## config.mk

```make
export PLATFORM = sky130hd
export DESIGN_NAME = sar_adc_ctl
export DESIGN_NICKNAME = d
export VERILOG_FILES = /design/src/hw/sar_adc_ctl.v /design/src/hw/conv_tick_gen.v /design/src/hw/channel_route.v
export VERILOG_INCLUDE_DIRS = /design/src /design/src/hw
export SDC_FILE = /design/constraint.sdc
export NUM_CORES = 1
export LEC_CHECK = 0
export BUFFER_PORTS_ARGS = -buffer_cell sky130_fd_sc_hd__buf_2
export CORE_ASPECT_RATIO = 1.5
export CORE_MARGIN = 5
export CORE_UTILIZATION = 40
export DETAILED_ROUTE_END_ITERATION = 16
export GPL_ROUTABILITY_DRIVEN = 0
export PLACE_DENSITY = 0.72
export SETUP_SLACK_MARGIN = 0.1
export SYNTH_ARGS = -nofsm -noshare
export SYNTH_HDL_FRONTEND = slang
export SYNTH_SLANG_ARGS = --single-unit
```

## constraint.sdc

```tcl
create_clock -name clk_i -period 4.6 [get_ports clk_i]
set_input_delay 0.92 -clock clk_i [delete_from_list [all_inputs] [get_ports clk_i]]
set_output_delay 0.92 -clock clk_i [all_outputs]
set_load 0.01 [all_outputs]
```

## src/hw/sar_ctl_defines.vh

```
// Constants shared by the converter control block and its helpers.
`ifndef SAR_CTL_DEFINES_VH
`define SAR_CTL_DEFINES_VH

// ----------------------------------------------------------------
// Register word indices (Wishbone address bits 3:2)
// ----------------------------------------------------------------
`define REG_CONFIG 2'h0
`define REG_CONTROL 2'h1
`define REG_STATUS 2'h2
`define REG_RESULT 2'h3

// ----------------------------------------------------------------
// Configuration register fields and reset value
// ----------------------------------------------------------------
`define CFG_RESET 32'h0000_000d
`define CFG_MODE 3:0
`define CFG_DIV 15:8
`define CFG_CHAN 20:16
`define CFG_PWRDN 24
`define CFG_TSTRB 25
`define CFG_CRST 26
`define CFG_MASK 32'h071f_ff0f
`define CTL_START 0

// ----------------------------------------------------------------
// Mode field
// ----------------------------------------------------------------
`define MODE_NOCAL 3
`define MODE_NOPD 2
`define MODE_RES 1:0
`define RES_10 2'h0
`define RES_12 2'h1
`define RES_8 2'h2

// ----------------------------------------------------------------
// Status register fields
// ----------------------------------------------------------------
`define ST_CAL 0
`define ST_SAMPLE 1
`define ST_BUSY 2
`define ST_READY 3
`define ST_POST 4
`define ST_TRIM 11:8

// ----------------------------------------------------------------
// Timing in converter clock periods, trim range and SAR bit positions
// ----------------------------------------------------------------
`define CAL_TICKS 12'h0f00
`define POST_TICKS 2'h2
`define SAMPLE_TICKS 2'h2
`define TRIM_LAST 4'hc
`define SAR_MSB 4'hb
`define SAR_FIRST 12'h0800
`define LSB_12 4'h0
`define LSB_10 4'h2
`define LSB_8 4'h4

// ----------------------------------------------------------------
// Input multiplexer channels and source kinds
// ----------------------------------------------------------------
`define CH_SUPPLY 5'h00
`define CH_DIODE 5'h1f
`define SRC_SUPPLY 3'h0
`define SRC_VOLT 3'h1
`define SRC_CURR 3'h2
`define SRC_QTEMP 3'h3
`define SRC_DIODE 3'h4

`endif

```

## src/hw/sar_adc_ctl.v

```verilog
// Control and handshake logic of a successive-approximation converter.
//
// The Wishbone slave port and the register addresses were chosen for this implementation.
`timescale 1ns/1ps
`include "sar_ctl_defines.vh"

// What this block does
// [RL1] Power-up calibration lasts 3840 converter clocks
// [RL2] Calibration status visible while calibrating
// [RL3] Post-calibration trims offset or one bit
// [RL4] Controller waits for calibration before starting
// [RL5] One-cycle start converts selected channel
// [RL6] Start raises sampling and busy together
// [RL7] Sampling drops after hold, busy stays
// [RL8] Completion drops busy, raises ready, result
// [RL9] Ready holds until next start
// [RL10] Start clears ready on clock edge
// [RL11] Result changes only when ready rises
// [RL12] Controller reads result while ready high
// [RL13] Five-bit binary selects one of 32
// [RL14] Channel 31 diode, channel 0 supply
// [RL15] Channels 1..30 grouped three per quad
// [RL16] Controller strobes internal temperature input
// [RL17] Powerdown gates only the comparators
// [RL18] Mode bits: calibration, powerdown, resolution
// [RL19] Short resolutions left-aligned, low bits zero
// [RL20] Converter clock is 4*(1+divider) system clocks
// [RL21] Controls sampled on rising system clock
// [RL22] Starts during busy or calibration ignored
module sar_adc_ctl (
	// Clock and reset.
	input wire clk_i,
	input wire rst_i,
	// Wishbone slave.
	input wire cyc_i,
	input wire stb_i,
	input wire we_i,
	input wire [3:0] adr_i,
	input wire [3:0] sel_i,
	input wire [31:0] dat_i,
	output wire [31:0] dat_o,
	output wire ack_o,
	// Analog side.
	input wire comp_i,
	output wire [11:0] dac_code_o,
	output wire [4:0] channel_select_o,
	output wire [2:0] mux_src_o,
	output wire [3:0] mux_quad_o,
	output wire internal_temp_strobe_o,
	output wire comparator_powerdown_o,
	output wire [3:0] trim_sel_o,
	// Status pins.
	output wire calibrating_o,
	output wire sampling_o,
	output wire busy_o,
	output wire result_ready_flag_o,
	output wire post_cal_o,
	output wire [11:0] result_o
);

	// ----------------------------------------------------------------
	// States
	// ----------------------------------------------------------------
	localparam S_CAL = 3'h0;
	localparam S_IDLE = 3'h1;
	localparam S_SAMPLE = 3'h2;
	localparam S_CONV = 3'h3;
	localparam S_FIN = 3'h4;
	localparam S_POST = 3'h5;

	reg [31:0] cfg_r;
	reg ack_r;
	reg [31:0] dat_r;
	reg start_r;
	reg [2:0] state_r;
	reg [2:0] state_nxt;
	reg [11:0] cnt_r;
	reg [11:0] cnt_nxt;
	reg [11:0] sar_r;
	reg [11:0] sar_nxt;
	reg [3:0] bit_r;
	reg [3:0] bit_nxt;
	reg [3:0] lsb_r;
	reg [3:0] lsb_nxt;
	reg [4:0] chan_r;
	reg [3:0] trim_r;
	reg [11:0] result_r;
	reg ready_r;
	reg pd_after_r;
	reg cal_r;
	reg sampling_r;
	reg busy_r;
	reg post_r;
	reg pd_r;
	reg [31:0] status;
	wire crst;
	wire tick;
	wire bus_req;
	wire accept;
	wire done;
	wire [3:0] mode;
	wire [31:0] wmask;

	// ----------------------------------------------------------------
	// Wishbone slave
	// ----------------------------------------------------------------

	// Ack rises one clock after the request; writes land at the ack edge.
	assign bus_req = cyc_i & stb_i;
	assign wmask = {{8{sel_i[3]}}, {8{sel_i[2]}}, {8{sel_i[1]}}, {8{sel_i[0]}}};
	assign ack_o = ack_r;
	assign dat_o = dat_r;
	assign mode = cfg_r[`CFG_MODE];

	// Status word assembled from flop outputs.
	always @* begin
		status = 32'h0000_0000;
		status[`ST_CAL] = cal_r; // [RL2]
		status[`ST_SAMPLE] = sampling_r;
		status[`ST_BUSY] = busy_r;
		status[`ST_READY] = ready_r;
		status[`ST_POST] = post_r;
		status[`ST_TRIM] = trim_r;
	end

	// Bus response; the control word reads zero, status and result ignore writes.
	always @(posedge clk_i) begin
		if (rst_i) begin
			ack_r <= 1'b0;
			dat_r <= 32'h0000_0000;
			cfg_r <= `CFG_RESET;
			start_r <= 1'b0;
		end else begin
			ack_r <= bus_req & ~ack_r;
			start_r <= 1'b0;
			if (bus_req & ~ack_r) begin
				case (adr_i[3:2])
					`REG_CONFIG: dat_r <= cfg_r;
					`REG_STATUS: dat_r <= status;
					`REG_RESULT: dat_r <= {20'h0_0000, result_r};
					default: dat_r <= 32'h0000_0000;
				endcase
			end
			if (bus_req & ack_r & we_i) begin
				case (adr_i[3:2])
					`REG_CONFIG: begin
						cfg_r <= ((cfg_r & ~wmask) | (dat_i & wmask)) & `CFG_MASK; // [RL18]
					end
					`REG_CONTROL: begin
						// A single write gives a one-clock start. [RL5] [RL21]
						start_r <= sel_i[0] & dat_i[`CTL_START];
					end
					default: begin
						start_r <= 1'b0;
					end
				endcase
			end
		end
	end

	// ----------------------------------------------------------------
	// Converter clock and channel routing
	// ----------------------------------------------------------------

	// Software converter reset restarts calibration without losing config.
	assign crst = rst_i | cfg_r[`CFG_CRST];

	conv_tick_gen u_tick (
		.clk_i(clk_i),
		.rst_i(crst),
		.div_i(cfg_r[`CFG_DIV]),
		.tick_o(tick)
	);

	channel_route u_route (
		.clk_i(clk_i),
		.rst_i(rst_i),
		.chan_i(chan_r), // [RL13]
		.src_o(mux_src_o),
		.quad_o(mux_quad_o)
	);

	// ----------------------------------------------------------------
	// Conversion sequencer
	// ----------------------------------------------------------------

	// Starts outside idle are dropped; the running sequence is untouched.
	// A converter reset also refuses starts, so ready never drops without a sampling phase.
	assign accept = start_r & (state_r == S_IDLE) & ~crst; // [RL22]
	assign done = (state_r == S_FIN) & tick;

	// Next-state logic; every state but idle advances on converter ticks, idle leaves on an accepted start.
	always @* begin
		state_nxt = state_r;
		cnt_nxt = cnt_r;
		sar_nxt = sar_r;
		bit_nxt = bit_r;
		lsb_nxt = lsb_r;
		case (state_r)
			S_CAL: begin
				if (tick) begin
					cnt_nxt = cnt_r + 12'h001;
					if (cnt_r == `CAL_TICKS - 12'h001) begin
						state_nxt = S_IDLE; // [RL1]
						cnt_nxt = 12'h000;
					end
				end
			end
			S_IDLE: begin
				if (accept) begin
					state_nxt = S_SAMPLE; // [RL6]
					cnt_nxt = 12'h000;
					sar_nxt = 12'h000;
					case (mode[`MODE_RES])
						`RES_10: lsb_nxt = `LSB_10; // [RL19]
						`RES_8: lsb_nxt = `LSB_8; // [RL19]
						default: lsb_nxt = `LSB_12;
					endcase
				end
			end
			S_SAMPLE: begin
				if (tick) begin
					cnt_nxt = cnt_r + 12'h001;
					if (cnt_r[1:0] == `SAMPLE_TICKS - 2'h1) begin
						state_nxt = S_CONV; // [RL7]
						sar_nxt = `SAR_FIRST;
						bit_nxt = `SAR_MSB;
						cnt_nxt = 12'h000;
					end
				end
			end
			S_CONV: begin
				if (tick) begin
					// Keep the trial bit only when the comparator says so.
					if (!comp_i) begin
						sar_nxt[bit_r] = 1'b0;
					end
					if (bit_r == lsb_r) begin
						state_nxt = S_FIN;
					end else begin
						bit_nxt = bit_r - 4'h1;
						sar_nxt[bit_r - 4'h1] = 1'b1;
					end
				end
			end
			S_FIN: begin
				if (tick) begin
					state_nxt = mode[`MODE_NOCAL] ? S_IDLE : S_POST; // [RL18]
					cnt_nxt = 12'h000;
				end
			end
			S_POST: begin
				if (tick) begin
					cnt_nxt = cnt_r + 12'h001;
					if (cnt_r[1:0] == `POST_TICKS - 2'h1) begin
						state_nxt = S_IDLE; // [RL3]
						cnt_nxt = 12'h000;
					end
				end
			end
			default: begin
				state_nxt = S_CAL;
				cnt_nxt = 12'h000;
			end
		endcase
	end

	// Sequencer registers and status flags, all taken from the next state.
	always @(posedge clk_i) begin
		if (crst) begin
			state_r <= S_CAL;
			cnt_r <= 12'h000;
			sar_r <= 12'h000;
			bit_r <= `SAR_MSB;
			lsb_r <= `LSB_12;
			cal_r <= 1'b1;
			sampling_r <= 1'b0;
			busy_r <= 1'b0;
			post_r <= 1'b0;
		end else begin
			state_r <= state_nxt;
			cnt_r <= cnt_nxt;
			sar_r <= sar_nxt;
			bit_r <= bit_nxt;
			lsb_r <= lsb_nxt;
			cal_r <= (state_nxt == S_CAL); // [RL2]
			sampling_r <= (state_nxt == S_SAMPLE); // [RL6] [RL7]
			busy_r <= (state_nxt == S_SAMPLE) | (state_nxt == S_CONV) |
				(state_nxt == S_FIN); // [RL6] [RL8]
			post_r <= (state_nxt == S_POST);
		end
	end

	// ----------------------------------------------------------------
	// Result, ready flag and trim pointer
	// ----------------------------------------------------------------

	// The result register loads only on the edge where ready rises.
	// A converter reset keeps both, so a recalibration never loses a finished value.
	always @(posedge clk_i) begin
		if (rst_i) begin
			ready_r <= 1'b0;
			result_r <= 12'h000;
		end else if (accept) begin
			ready_r <= 1'b0; // [RL9] [RL10]
		end else if (done) begin
			ready_r <= 1'b1; // [RL8]
			result_r <= sar_r; // [RL11] [RL19]
		end
	end

	// Latched channel and the powerdown request follow the converter reset.
	always @(posedge clk_i) begin
		if (crst) begin
			chan_r <= 5'h00;
			pd_after_r <= 1'b0;
		end else if (accept) begin
			chan_r <= cfg_r[`CFG_CHAN]; // [RL5]
			pd_after_r <= 1'b0;
		end else if (done) begin
			pd_after_r <= ~mode[`MODE_NOPD]; // [RL18]
		end
	end

	// Each post-calibration steps through the offset, then bits 0..11.
	always @(posedge clk_i) begin
		if (crst) begin
			trim_r <= 4'h0;
		end else if ((state_r == S_POST) && (state_nxt == S_IDLE)) begin
			trim_r <= (trim_r == `TRIM_LAST) ? 4'h0 : trim_r + 4'h1; // [RL3]
		end
	end

	// Powerdown touches only the comparators; digital logic keeps running.
	always @(posedge clk_i) begin
		if (rst_i) begin
			pd_r <= 1'b0;
		end else begin
			pd_r <= cfg_r[`CFG_PWRDN] | pd_after_r; // [RL17]
		end
	end

	// ----------------------------------------------------------------
	// Output assignments, all from flops
	// ----------------------------------------------------------------
	assign dac_code_o = sar_r;
	assign channel_select_o = chan_r;
	assign internal_temp_strobe_o = cfg_r[`CFG_TSTRB];
	assign comparator_powerdown_o = pd_r;
	assign trim_sel_o = trim_r;
	assign calibrating_o = cal_r;
	assign sampling_o = sampling_r;
	assign busy_o = busy_r;
	assign result_ready_flag_o = ready_r;
	assign post_cal_o = post_r;
	assign result_o = result_r;

endmodule

```

## src/hw/conv_tick_gen.v

```verilog
// Converter clock generator: one tick per converter clock period.
`timescale 1ns/1ps
`include "sar_ctl_defines.vh"

module conv_tick_gen (
	// Clock and restart.
	input wire clk_i,
	input wire rst_i,
	// Divider setting.
	input wire [7:0] div_i,
	// Tick, one system clock wide.
	output wire tick_o
);

	reg [9:0] cnt_r;
	reg tick_r;
	wire [9:0] last;

	// Period is four times one plus the divider, in system clocks.
	assign last = {div_i, 2'h3}; // [RL20]
	assign tick_o = tick_r;

	// Free count; a divider change takes effect at the next wrap or compare.
	always @(posedge clk_i) begin
		if (rst_i) begin
			cnt_r <= 10'h000;
			tick_r <= 1'b0;
		end else if (cnt_r >= last) begin
			cnt_r <= 10'h000;
			tick_r <= 1'b1;
		end else begin
			cnt_r <= cnt_r + 10'h001;
			tick_r <= 1'b0;
		end
	end

endmodule

```

## src/hw/channel_route.v

```verilog
// Decodes a channel number into the multiplexer source and quad.
`timescale 1ns/1ps
`include "sar_ctl_defines.vh"

module channel_route (
	// Clock and reset.
	input wire clk_i,
	input wire rst_i,
	// Channel number.
	input wire [4:0] chan_i,
	// Registered route.
	output reg [2:0] src_o,
	output reg [3:0] quad_o
);

	wire [4:0] idx;
	wire [4:0] quad;
	wire [4:0] rem;

	// Channels 1..30 fall in groups of three per quad.
	assign idx = chan_i - 5'h01;
	assign quad = idx / 5'h03;
	assign rem = idx - quad * 5'h03;

	// Fixed channels win over the quad arithmetic.
	always @(posedge clk_i) begin
		if (rst_i) begin
			src_o <= `SRC_SUPPLY;
			quad_o <= 4'h0;
		end else if (chan_i == `CH_SUPPLY) begin
			src_o <= `SRC_SUPPLY; // [RL14]
			quad_o <= 4'h0;
		end else if (chan_i == `CH_DIODE) begin
			src_o <= `SRC_DIODE; // [RL14]
			quad_o <= 4'h0;
		end else begin
			src_o <= (rem == 5'h00) ? `SRC_VOLT :
				(rem == 5'h01) ? `SRC_CURR : `SRC_QTEMP; // [RL15]
			quad_o <= quad[3:0]; // [RL15]
		end
	end

endmodule

```

==> flow_results.org, run 1 <==
** Run status
- Status :: complete, no violations

** Finish
- For this run, the number of standard cells in the final layout without fillers is 1085.
- The finished cells cover 0.007750 mm².
- Area added between synthesis and finish :: 20.98%
- Number of fill cells in the layout :: 1560
- For this run, the post-layout net count is 952.
- The repair_antennas step left the layout with diodes totalling 0.
- Cells with a size suffix above 1 make up 22.79% of the layout.

** STA
- The worst path in the final design needs a cycle of 4.219 ns, including I/O delays and setup.
- The number of max-slew violations in the final report is 0.
- Max_slew headroom :: between 30% and 40%
- At the pin with the least slew margin, the transition time is 0.9631 ns.
- RSZ-0062 raised after global routing :: false
- Worst slack on hold paths :: roughly 0.45 ns
- Setup violations remaining at the end of the flow were counted as 0.
- Setup TNS Final :: 0 ns
- After layout, the worst setup slack is ~0.38 ns.
- Peak clock frequency supported by timing :: between 0.2 and 0.25 GHz
- Share of the clock period used by the worst path :: between 90 and 100%
- The final count of hold timing violations is 0.
- Worst-case clock skew :: 0.01058 ns

** Clock network
- Clock tree from TritonCTS :: built
- The clock drives between 100 and 150 sinks.
- Counting the buffers created by CTS gives 17.
- In this run the deepest clock path goes through 2 buffers.
- Clock Tree Root :: clkbuf_16
- Level count of the clock H-tree :: 4
- Clk slew on worst S/H paths :: about 0.060 ns
- The later pin in the worst-skew pair is clocked with a latency of 0.42 ns.

** GRT
- Entering global routing, the biggest net connects 31 pins.
- The via count of the first global-routing pass was between 5k and 6k.
- For this run, the total global-route usage over all layers was measured as 18.68%.
- Congestion Overflow GR :: 0
- The initial antenna violation count is 1.
- Global-route wire length before repair :: 27850 µm

** Yosys
- Synth Warn # :: 0
- Share of the synthesized area in the top cell type :: 39.06%
- Ys async rst share :: 0%
- Yosys attributes the largest share of cell area to dfxtp_1 (39%), a21oi_1 (6.8%), ha_1 (6.4%).
- dfxtp_1 takes more of the synthesized area than any other cell.
- The commonest cells after synthesis are dfxtp_1 (125), nand2_1 (88), a21oi_1 (87), nor2_1 (60), nand3_1 (47).
- A synthesized cell averages 8.330 µm².
- Counting flops with a built-in enable in the synthesized netlist gives 0.
- In the synthesized netlist, the number of instances is 769.
- Synthesis inferred 125 register bits.
- Main synth FF type :: dfxtp_1
- Post-synthesis sequential area ratio :: 39.06%
- Among all cell types in the netlist, the one instantiated most often is dfxtp_1.
- The cell area that synthesis handed to floorplanning was 0.006406 mm².
- Synthesis instantiated 70 different standard cells from the library.

** Floorplan
- Die height :: 165.0 µm
- The initialized floorplan defines between 50 and 60 standard-cell rows.
- Effective utilization at floorplan :: 40.82%
- Total core area :: 0.01570 mm²
- In this run the count of I/O pins placed on the die edge is 126.
- The die covers 0.01870 mm².
- The floorplan step set the die width to 113.3 µm.

** Placed design
- Count of input and output buffers :: around 100
- Placed cells :: 1049
- The placed instances occupy a cell area of 0.007087 mm².
- Placement Setup Slack :: 0.03293 ns
- Detailed placement finished with a half-perimeter wire length of about 13000 µm.

** Detailed routing
- After the first detailed-routing iteration, the DRC count stood at 411.
- After detailed routing, the average wire length per cell comes to 16.24 µm.
- In the routed design, unresolved DRC markers number 0.
- Number of nets still failing antenna checks after routing :: 0
- Post-Route WL :: ~18000 µm
- First-pass DRT Iterations :: 6
- Dividing the detail-routed via count by the number of cells gives 5.406.
- The detailed router placed about 6k vias in this run.

** Worst setup path
- Of all nets on the critical path, the largest fanout is 10.
- The slowest stage of the critical path belongs to the cell or4_4.
- Worst endpoint required time :: between 4 and 5 ns
- Launching element type of the critical path :: register
- The worst setup path is captured at a register.
- CP max stage delay :: 0.55 ns
- Ordered cell list for the critical path :: buf_6 -> or4_4 -> o22ai_4 -> ha_2 -> buf_4 -> inv_1 -> and3_2 -> a21oi_1 -> o32a_1 -> and2_0 -> a21oi_2 -> ha_1 -> inv_1 -> ha_1 -> a21o_1 -> a21oi_2 -> xor2_1 -> and3_1 -> a31oi_1
- Data arrival time at the worst-slack endpoint :: roughly 4.5 ns
- Crit path kind :: register to register

** Pwr
- IR drop worst, VDD :: roughly 0.18 mV
- Total power divided by cell area :: 327.3 mW/mm²
- The analysis attributes to cell leakage a power of 3.229 nW.

** Job
- Across the run, the number of max-cap violations was 0.

** Min path
- Worst hold-check path type :: register to register
[cell usage in the layout, fill, tap and decap left out, types with 4 or more instances in the layout]
master     count
a21o_1         9
a21oi_1       84
a21oi_2        4
a221oi_1       8
a22o_1        19
a22oi_1        5
a31oi_1        5
and2_1         7
and3_1         8
buf_2        103
buf_4         20
clkbuf_16     17
clkinv_4       4
conb_1         8
dfxtp_1      123
ha_1          31
inv_1         35
mux2_2         7
mux2i_1        4
nand2_1       88
nand2b_1       4
nand3_1       47
nand4_1       11
nor2_1        60
nor2b_1       11
nor3_1        20
nor4_1         4
o211ai_1       4
o21ai_0       30
or2_2          5
or3_1          5
xnor2_1       12
xor2_1        12
[cell families after synthesis]
| kind of cell | after synthesis | share of synthesized area (%) |
|---|---|---|
| multiplexers | 11 | 1.856 |
| buffers and inverters | 85 | 6.074 |
| AO/OA/AOI/OAI | 194 | 19.59 |
| AND/OR/NAND/NOR | 291 | 22.01 |
| XOR/XNOR | 26 | 3.965 |
| other | 1 | 0.05854 |
| adder cells (fa/ha/maj) | 36 | 7.383 |
| flip-flops | 125 | 39.06 |
[worst paths after layout]
check | start | to | slack (ns) | depth (start not counted)
setup reg to reg | channel_select_o[0]$_SDFFE_PP0P_ | u_route.src_o[0]$_SDFF_PP0_ | 0.38 | 19
setup / recovery | channel_select_o[0]$_SDFFE_PP0P_ | u_route.src_o[0]$_SDFF_PP0_ | 0.38 | 19
hold / removal | dat_o[5]$_SDFFE_PP0P_ | dat_o[5]$_SDFFE_PP0P_ | 0.45 | 2
hold reg to reg | dat_o[5]$_SDFFE_PP0P_ | dat_o[5]$_SDFFE_PP0P_ | 0.45 | 2
[worst max-delay path, delay by kind of cell (launching register included)]
kind	cells	cell delay [ns]
adder cells (fa/ha/maj)	3	0.84
XOR/XNOR	1	0.13
AO/OA/AOI/OAI	7	1.11
flip-flops	1	0.33
buffers and inverters	4	0.47
AND/OR/NAND/NOR	4	1.20
[area by class of cell]
class	instances	area, µm²	share of cell area, %
Tap cell	203	254.0	3.277
Inverter	36	135.1	1.744
Multi-Input combinational cell	566	3597	46.42
Sequential cell	125	2505	32.32
Clock buffer	18	439.2	5.667
Timing Repair Buffer	124	676.9	8.734
Clock inverter	13	142.6	1.840
[per-layer routing]
metal | routed length, µm | global-route usage (%) | part of all wire, %
met4 | 544 | 8.693 | 3.1
met2 | 9306 | 34.20 | 53
met5 | 11 | 0 | 0.062
met3 | 872 | 3.922 | 4.9
met1 | 6888 | 20.43 | 39
[power by group]
part	internal [W]	switching, W	total (W)
Sequential	0.00110	0.0000126	0.00111
Combinational	0.0000401	0.0000681	0.000108
Clock	0.000811	0.000508	0.00132
[what timing repair did]
item,CTS,global route
hold buffers,0,0
pin swaps,0,8
setup buffers,0,5
endpoints found under the setup margin,2,2
gates resized for setup,2,10
[metrics by stage]
stage / power, W / utilization, %
2_1_floorplan: 0.001203 / -
3_3_place_gp: 0.001239 / 45.15
3_5_place_dp: 0.001240 / 45.15
4_1_cts: 0.002561 / 48.94
5_1_grt: 0.002626 / 49.38
6_report: 0.002536 / 49.38
No activity file was read; power rests on OpenSTA's default activity.
==> run 2, diff against run 1 <==
ABC_AREA = 1   (was not set)
CORE_MARGIN = 2   (was 5)
PLACE_DENSITY = 0.73   (was 0.72)
SKIP_CTS_REPAIR_TIMING = 1   (was not set)
==> flow_results.org, run 2 <==
** Run status
- Status :: complete, no violations

** Pwr
- For this design the ratio of total power to cell area is between 300 and 400 mW/mm².
- The completed layout was analyzed and its total power is roughly 0.0025 W.
- IR drop worst, VDD :: 0.2524 mV
- The analysis attributes to cell leakage a power of 3.322 nW.

** GRT
- Congestion Overflow GR :: 0
- In the global route stage, overall resource usage came out at a little under a fifth.
- Global-route wire length before repair :: ~25000 µm
- The via count of the first global-routing pass was 5293.
- The initial antenna violation count came to 1.
- Pin count of the biggest net entering global routing :: 49

** Floorplan
- Effective utilization at floorplan :: approximately two fifths
- 126 I/O pins were placed.
- The region available for standard cell placement spans 0.01507 mm².
- Cell row count :: 55
- Die height :: 156.0 µm
- Die area :: 0.01644 mm²
- Die Span X :: 105.4 µm

** Detailed routing
- The detailed router finished its first iteration with 381 violations.
- DRC viols :: 0
- Post-Route WL :: around 16000 µm
- In this run the remaining antenna-violating nets after routing total 0.
- Ratio of routed vias to standard cells :: around 5
- First-pass DRT Iterations :: 5
- Detailed routing inserted a total of 5611 vias.
- After detailed routing, the average wire length per cell comes to 14.02 µm.

** Yosys
- For this run, the leading register cell type out of synthesis is dfxtp_1.
- Yosys mapped a number of flops with a built-in enable equal to 0.
- The Yosys step of the flow raised 0 warnings.
- After synthesis the cells add up to between 0.006 and 0.007 mm².
- Distinct cells, synth :: 47
- In this run the biggest area consumer among cell types represents 40.59% of the synthesized area.
- Among all cell types in the netlist, the one instantiated most often is dfxtp_1.
- Averaged over all synthesized cells, the footprint is 7.706 µm².
- Of the synthesized area, sequential elements account for approximately two fifths.
- In the post-synthesis netlist, the biggest area contributors are dfxtp_1 (41%), nand2_1 (7.6%), ha_1 (6.7%).
- After synthesis the netlist holds a flip-flop and latch count of 125.
- The biggest area contributor in the post-synthesis netlist is dfxtp_1.
- Counting every instance in the synthesized netlist gives 800.
- Top cells by count, synth :: dfxtp_1 (125), nand2_1 (124), inv_1 (100), a21oi_1 (79), nor2_1 (62)
- Ys async rst share :: 0%

** STA
- Setup Viol. Count Final :: 0
- For the pin with the worst max-slew slack, the measured transition is a little over 0.6 ns.
- Static timing analysis puts the maximum clock frequency at 0.2407 GHz.
- Setup TNS Final :: 0 ns
- The number of max-slew violations in the final report came to 0.
- Clock period minus final worst setup slack :: 4.155 ns
- RSZ-0062 raised after global routing :: false
- Headroom to the max-slew limit came out at 58.93%.
- Hold is met by 0.4541 ns.
- Fin. Hold Viols :: 0
- Across the routed clock network, the largest skew measured is 0.006473 ns.
- Of the available clock period, the critical path in the final layout requires 90.32%.

** Finish
- Area added between synthesis and finish :: 20.09%
- Summing all flip-flop and latch instances after layout gives ~0.0025 mm².
- Leading cell types in the layout, fill and taps excluded :: dfxtp_1 (125), nand2_1 (123), buf_2 (103)
- Of the cells placed in the final design, the portion with a size suffix greater than 1 is 19.96%.
- Number of fill cells in the layout :: 1466
- Area used by multi-input combinational logic :: 0.003138 mm²
- Layout Nets :: around 990
- Leaving out fill and tap cells, the most frequent cell in the layout is dfxtp_1.
- Number of antenna repair diodes :: 0

** Worst setup path
- The largest single stage delay on the critical path is about 0.39 ns.
- The most critical setup path has its startpoint at channel_select_o[1]$_SDFFE_PP0P_.
- The slowest stage of the critical path is the dfxtp_1 cell.
- In this run the worst setup path terminates at u_route.src_o[0]$_SDFF_PP0_.
- Endpoint of the worst register-to-register path :: u_route.src_o[0]$_SDFF_PP0_
- Kind of end point of the critical path :: register
- Worst endpoint required time :: 4.89 ns
- The worst register-to-register path begins at channel_select_o[1]$_SDFFE_PP0P_.
- Crit path kind :: register to register
- Dominant delay contributor by cell family on the critical path :: adder cells
- Counting buffers and inverters, the worst setup path is 26 cells deep.
- Flop-to-flop setup slack :: 0.45 ns
- The worst register-to-register path has a depth of 26.
- Counting stages on the worst path, the most repeated cell is inv_1.
- Sum of buffers and inverters on the critical path :: 5
- Data on the critical path arrives at its endpoint at 4.45 ns.
- Launching element type of the critical path :: register
- In this run the worst path has a maximum fanout of 4.

** Clock network
- Clock tree from TritonCTS :: built
- Clock buffer depth :: 2
- Clock buffer count from CTS :: 17
- Level count of the clock H-tree :: 4
- Clock sink total :: 125
- Clock insertion delay at the later pin of the skew report :: 0.41 ns
- Clock Tree Root :: clkbuf_16
- Clock-pin slew was measured on the worst setup and hold paths at 0.06 ns.

** Min path
- The path class of the tightest hold or removal check is register to register.

** Placed design
- HPWL reported at the end of detailed placement :: 11990 µm
- The count of buffers added on input and output ports is 103.

** Job
- Max-cap violations :: 0
run 2: cell type report:
class / instances / share of cell area [%]
inverters: 110 / 5.577
flip-flops and latches: 125 / 33.80
clock inverters: 10 / 1.234
clock buffers: 22 / 6.270
repair buffers: 107 / 7.369
multi-input cells: 543 / 42.39
well taps: 199 / 3.363
run 2: layer usage:
layer  global-route usage (%)  vias up  wire length, µm
met4                    12.00        0              703
met5                        0        -                0
met3                    3.718       51              791
met1                    19.81     2542             5971
met2                    35.24      168             8184
li1                         -     2850                -
run 2: how the worst min path moves through the flow:
stage	slack, ns	cells past startpoint	to	startpoint
6_report	0.45	1	u_tick.cnt_r[0]$_SDFF_PP0_	u_tick.cnt_r[0]$_SDFF_PP0_
5_1_grt	0.47	1	u_tick.cnt_r[0]$_SDFF_PP0_	u_tick.cnt_r[0]$_SDFF_PP0_
4_1_cts	0.45	1	lsb_r[1]$_SDFFE_PP0P_	register
3_5_place_dp	0.44	1	u_tick.cnt_r[0]$_SDFF_PP0_	u_tick.cnt_r[0]$_SDFF_PP0_
3_3_place_gp	0.43	1	u_tick.cnt_r[0]$_SDFF_PP0_	u_tick.cnt_r[0]$_SDFF_PP0_
2_1_floorplan	0.42	1	u_tick.cnt_r[0]$_SDFF_PP0_	u_tick.cnt_r[0]$_SDFF_PP0_
run 2: per-stage QoR:
step | instances | utilization (%) | area (µm²) | worst slack [ns]
2_1_floorplan | 807 | - | 6191 | 0.4615
3_3_place_gp | 1083 | 45.32 | 6830 | 0.3392
3_5_place_dp | 1083 | 45.32 | 6830 | 0.2438
4_1_cts | 1115 | 49.01 | 7386 | 0.2104
5_1_grt | 1116 | 49.12 | 7403 | 0.1015
6_report | 1116 | 49.12 | 7403 | 0.4454
run 2: logic make-up (layout without fill, tap and decap cells):
kind of cell	Yosys count	in the layout	synth area share, %
other	1	8	0.06083
xor gates and xnor gates	19	19	2.821
DFF	125	125	40.59
adders and majority gates	36	36	7.672
AOI/OAI and AO/OA	187	187	17.68
buffers and inverters	139	249	9.093
and+or+nand+nor	293	293	22.08
run 2: power breakdown:
group	switching [W]	leakage [nW]	internal [W]
sequential	0.00000852	1.01	0.00109
clock	0.000472	0.270	0.000769
combinational	0.0000758	2.04	0.0000335
total	0.000556	3.32	0.00190
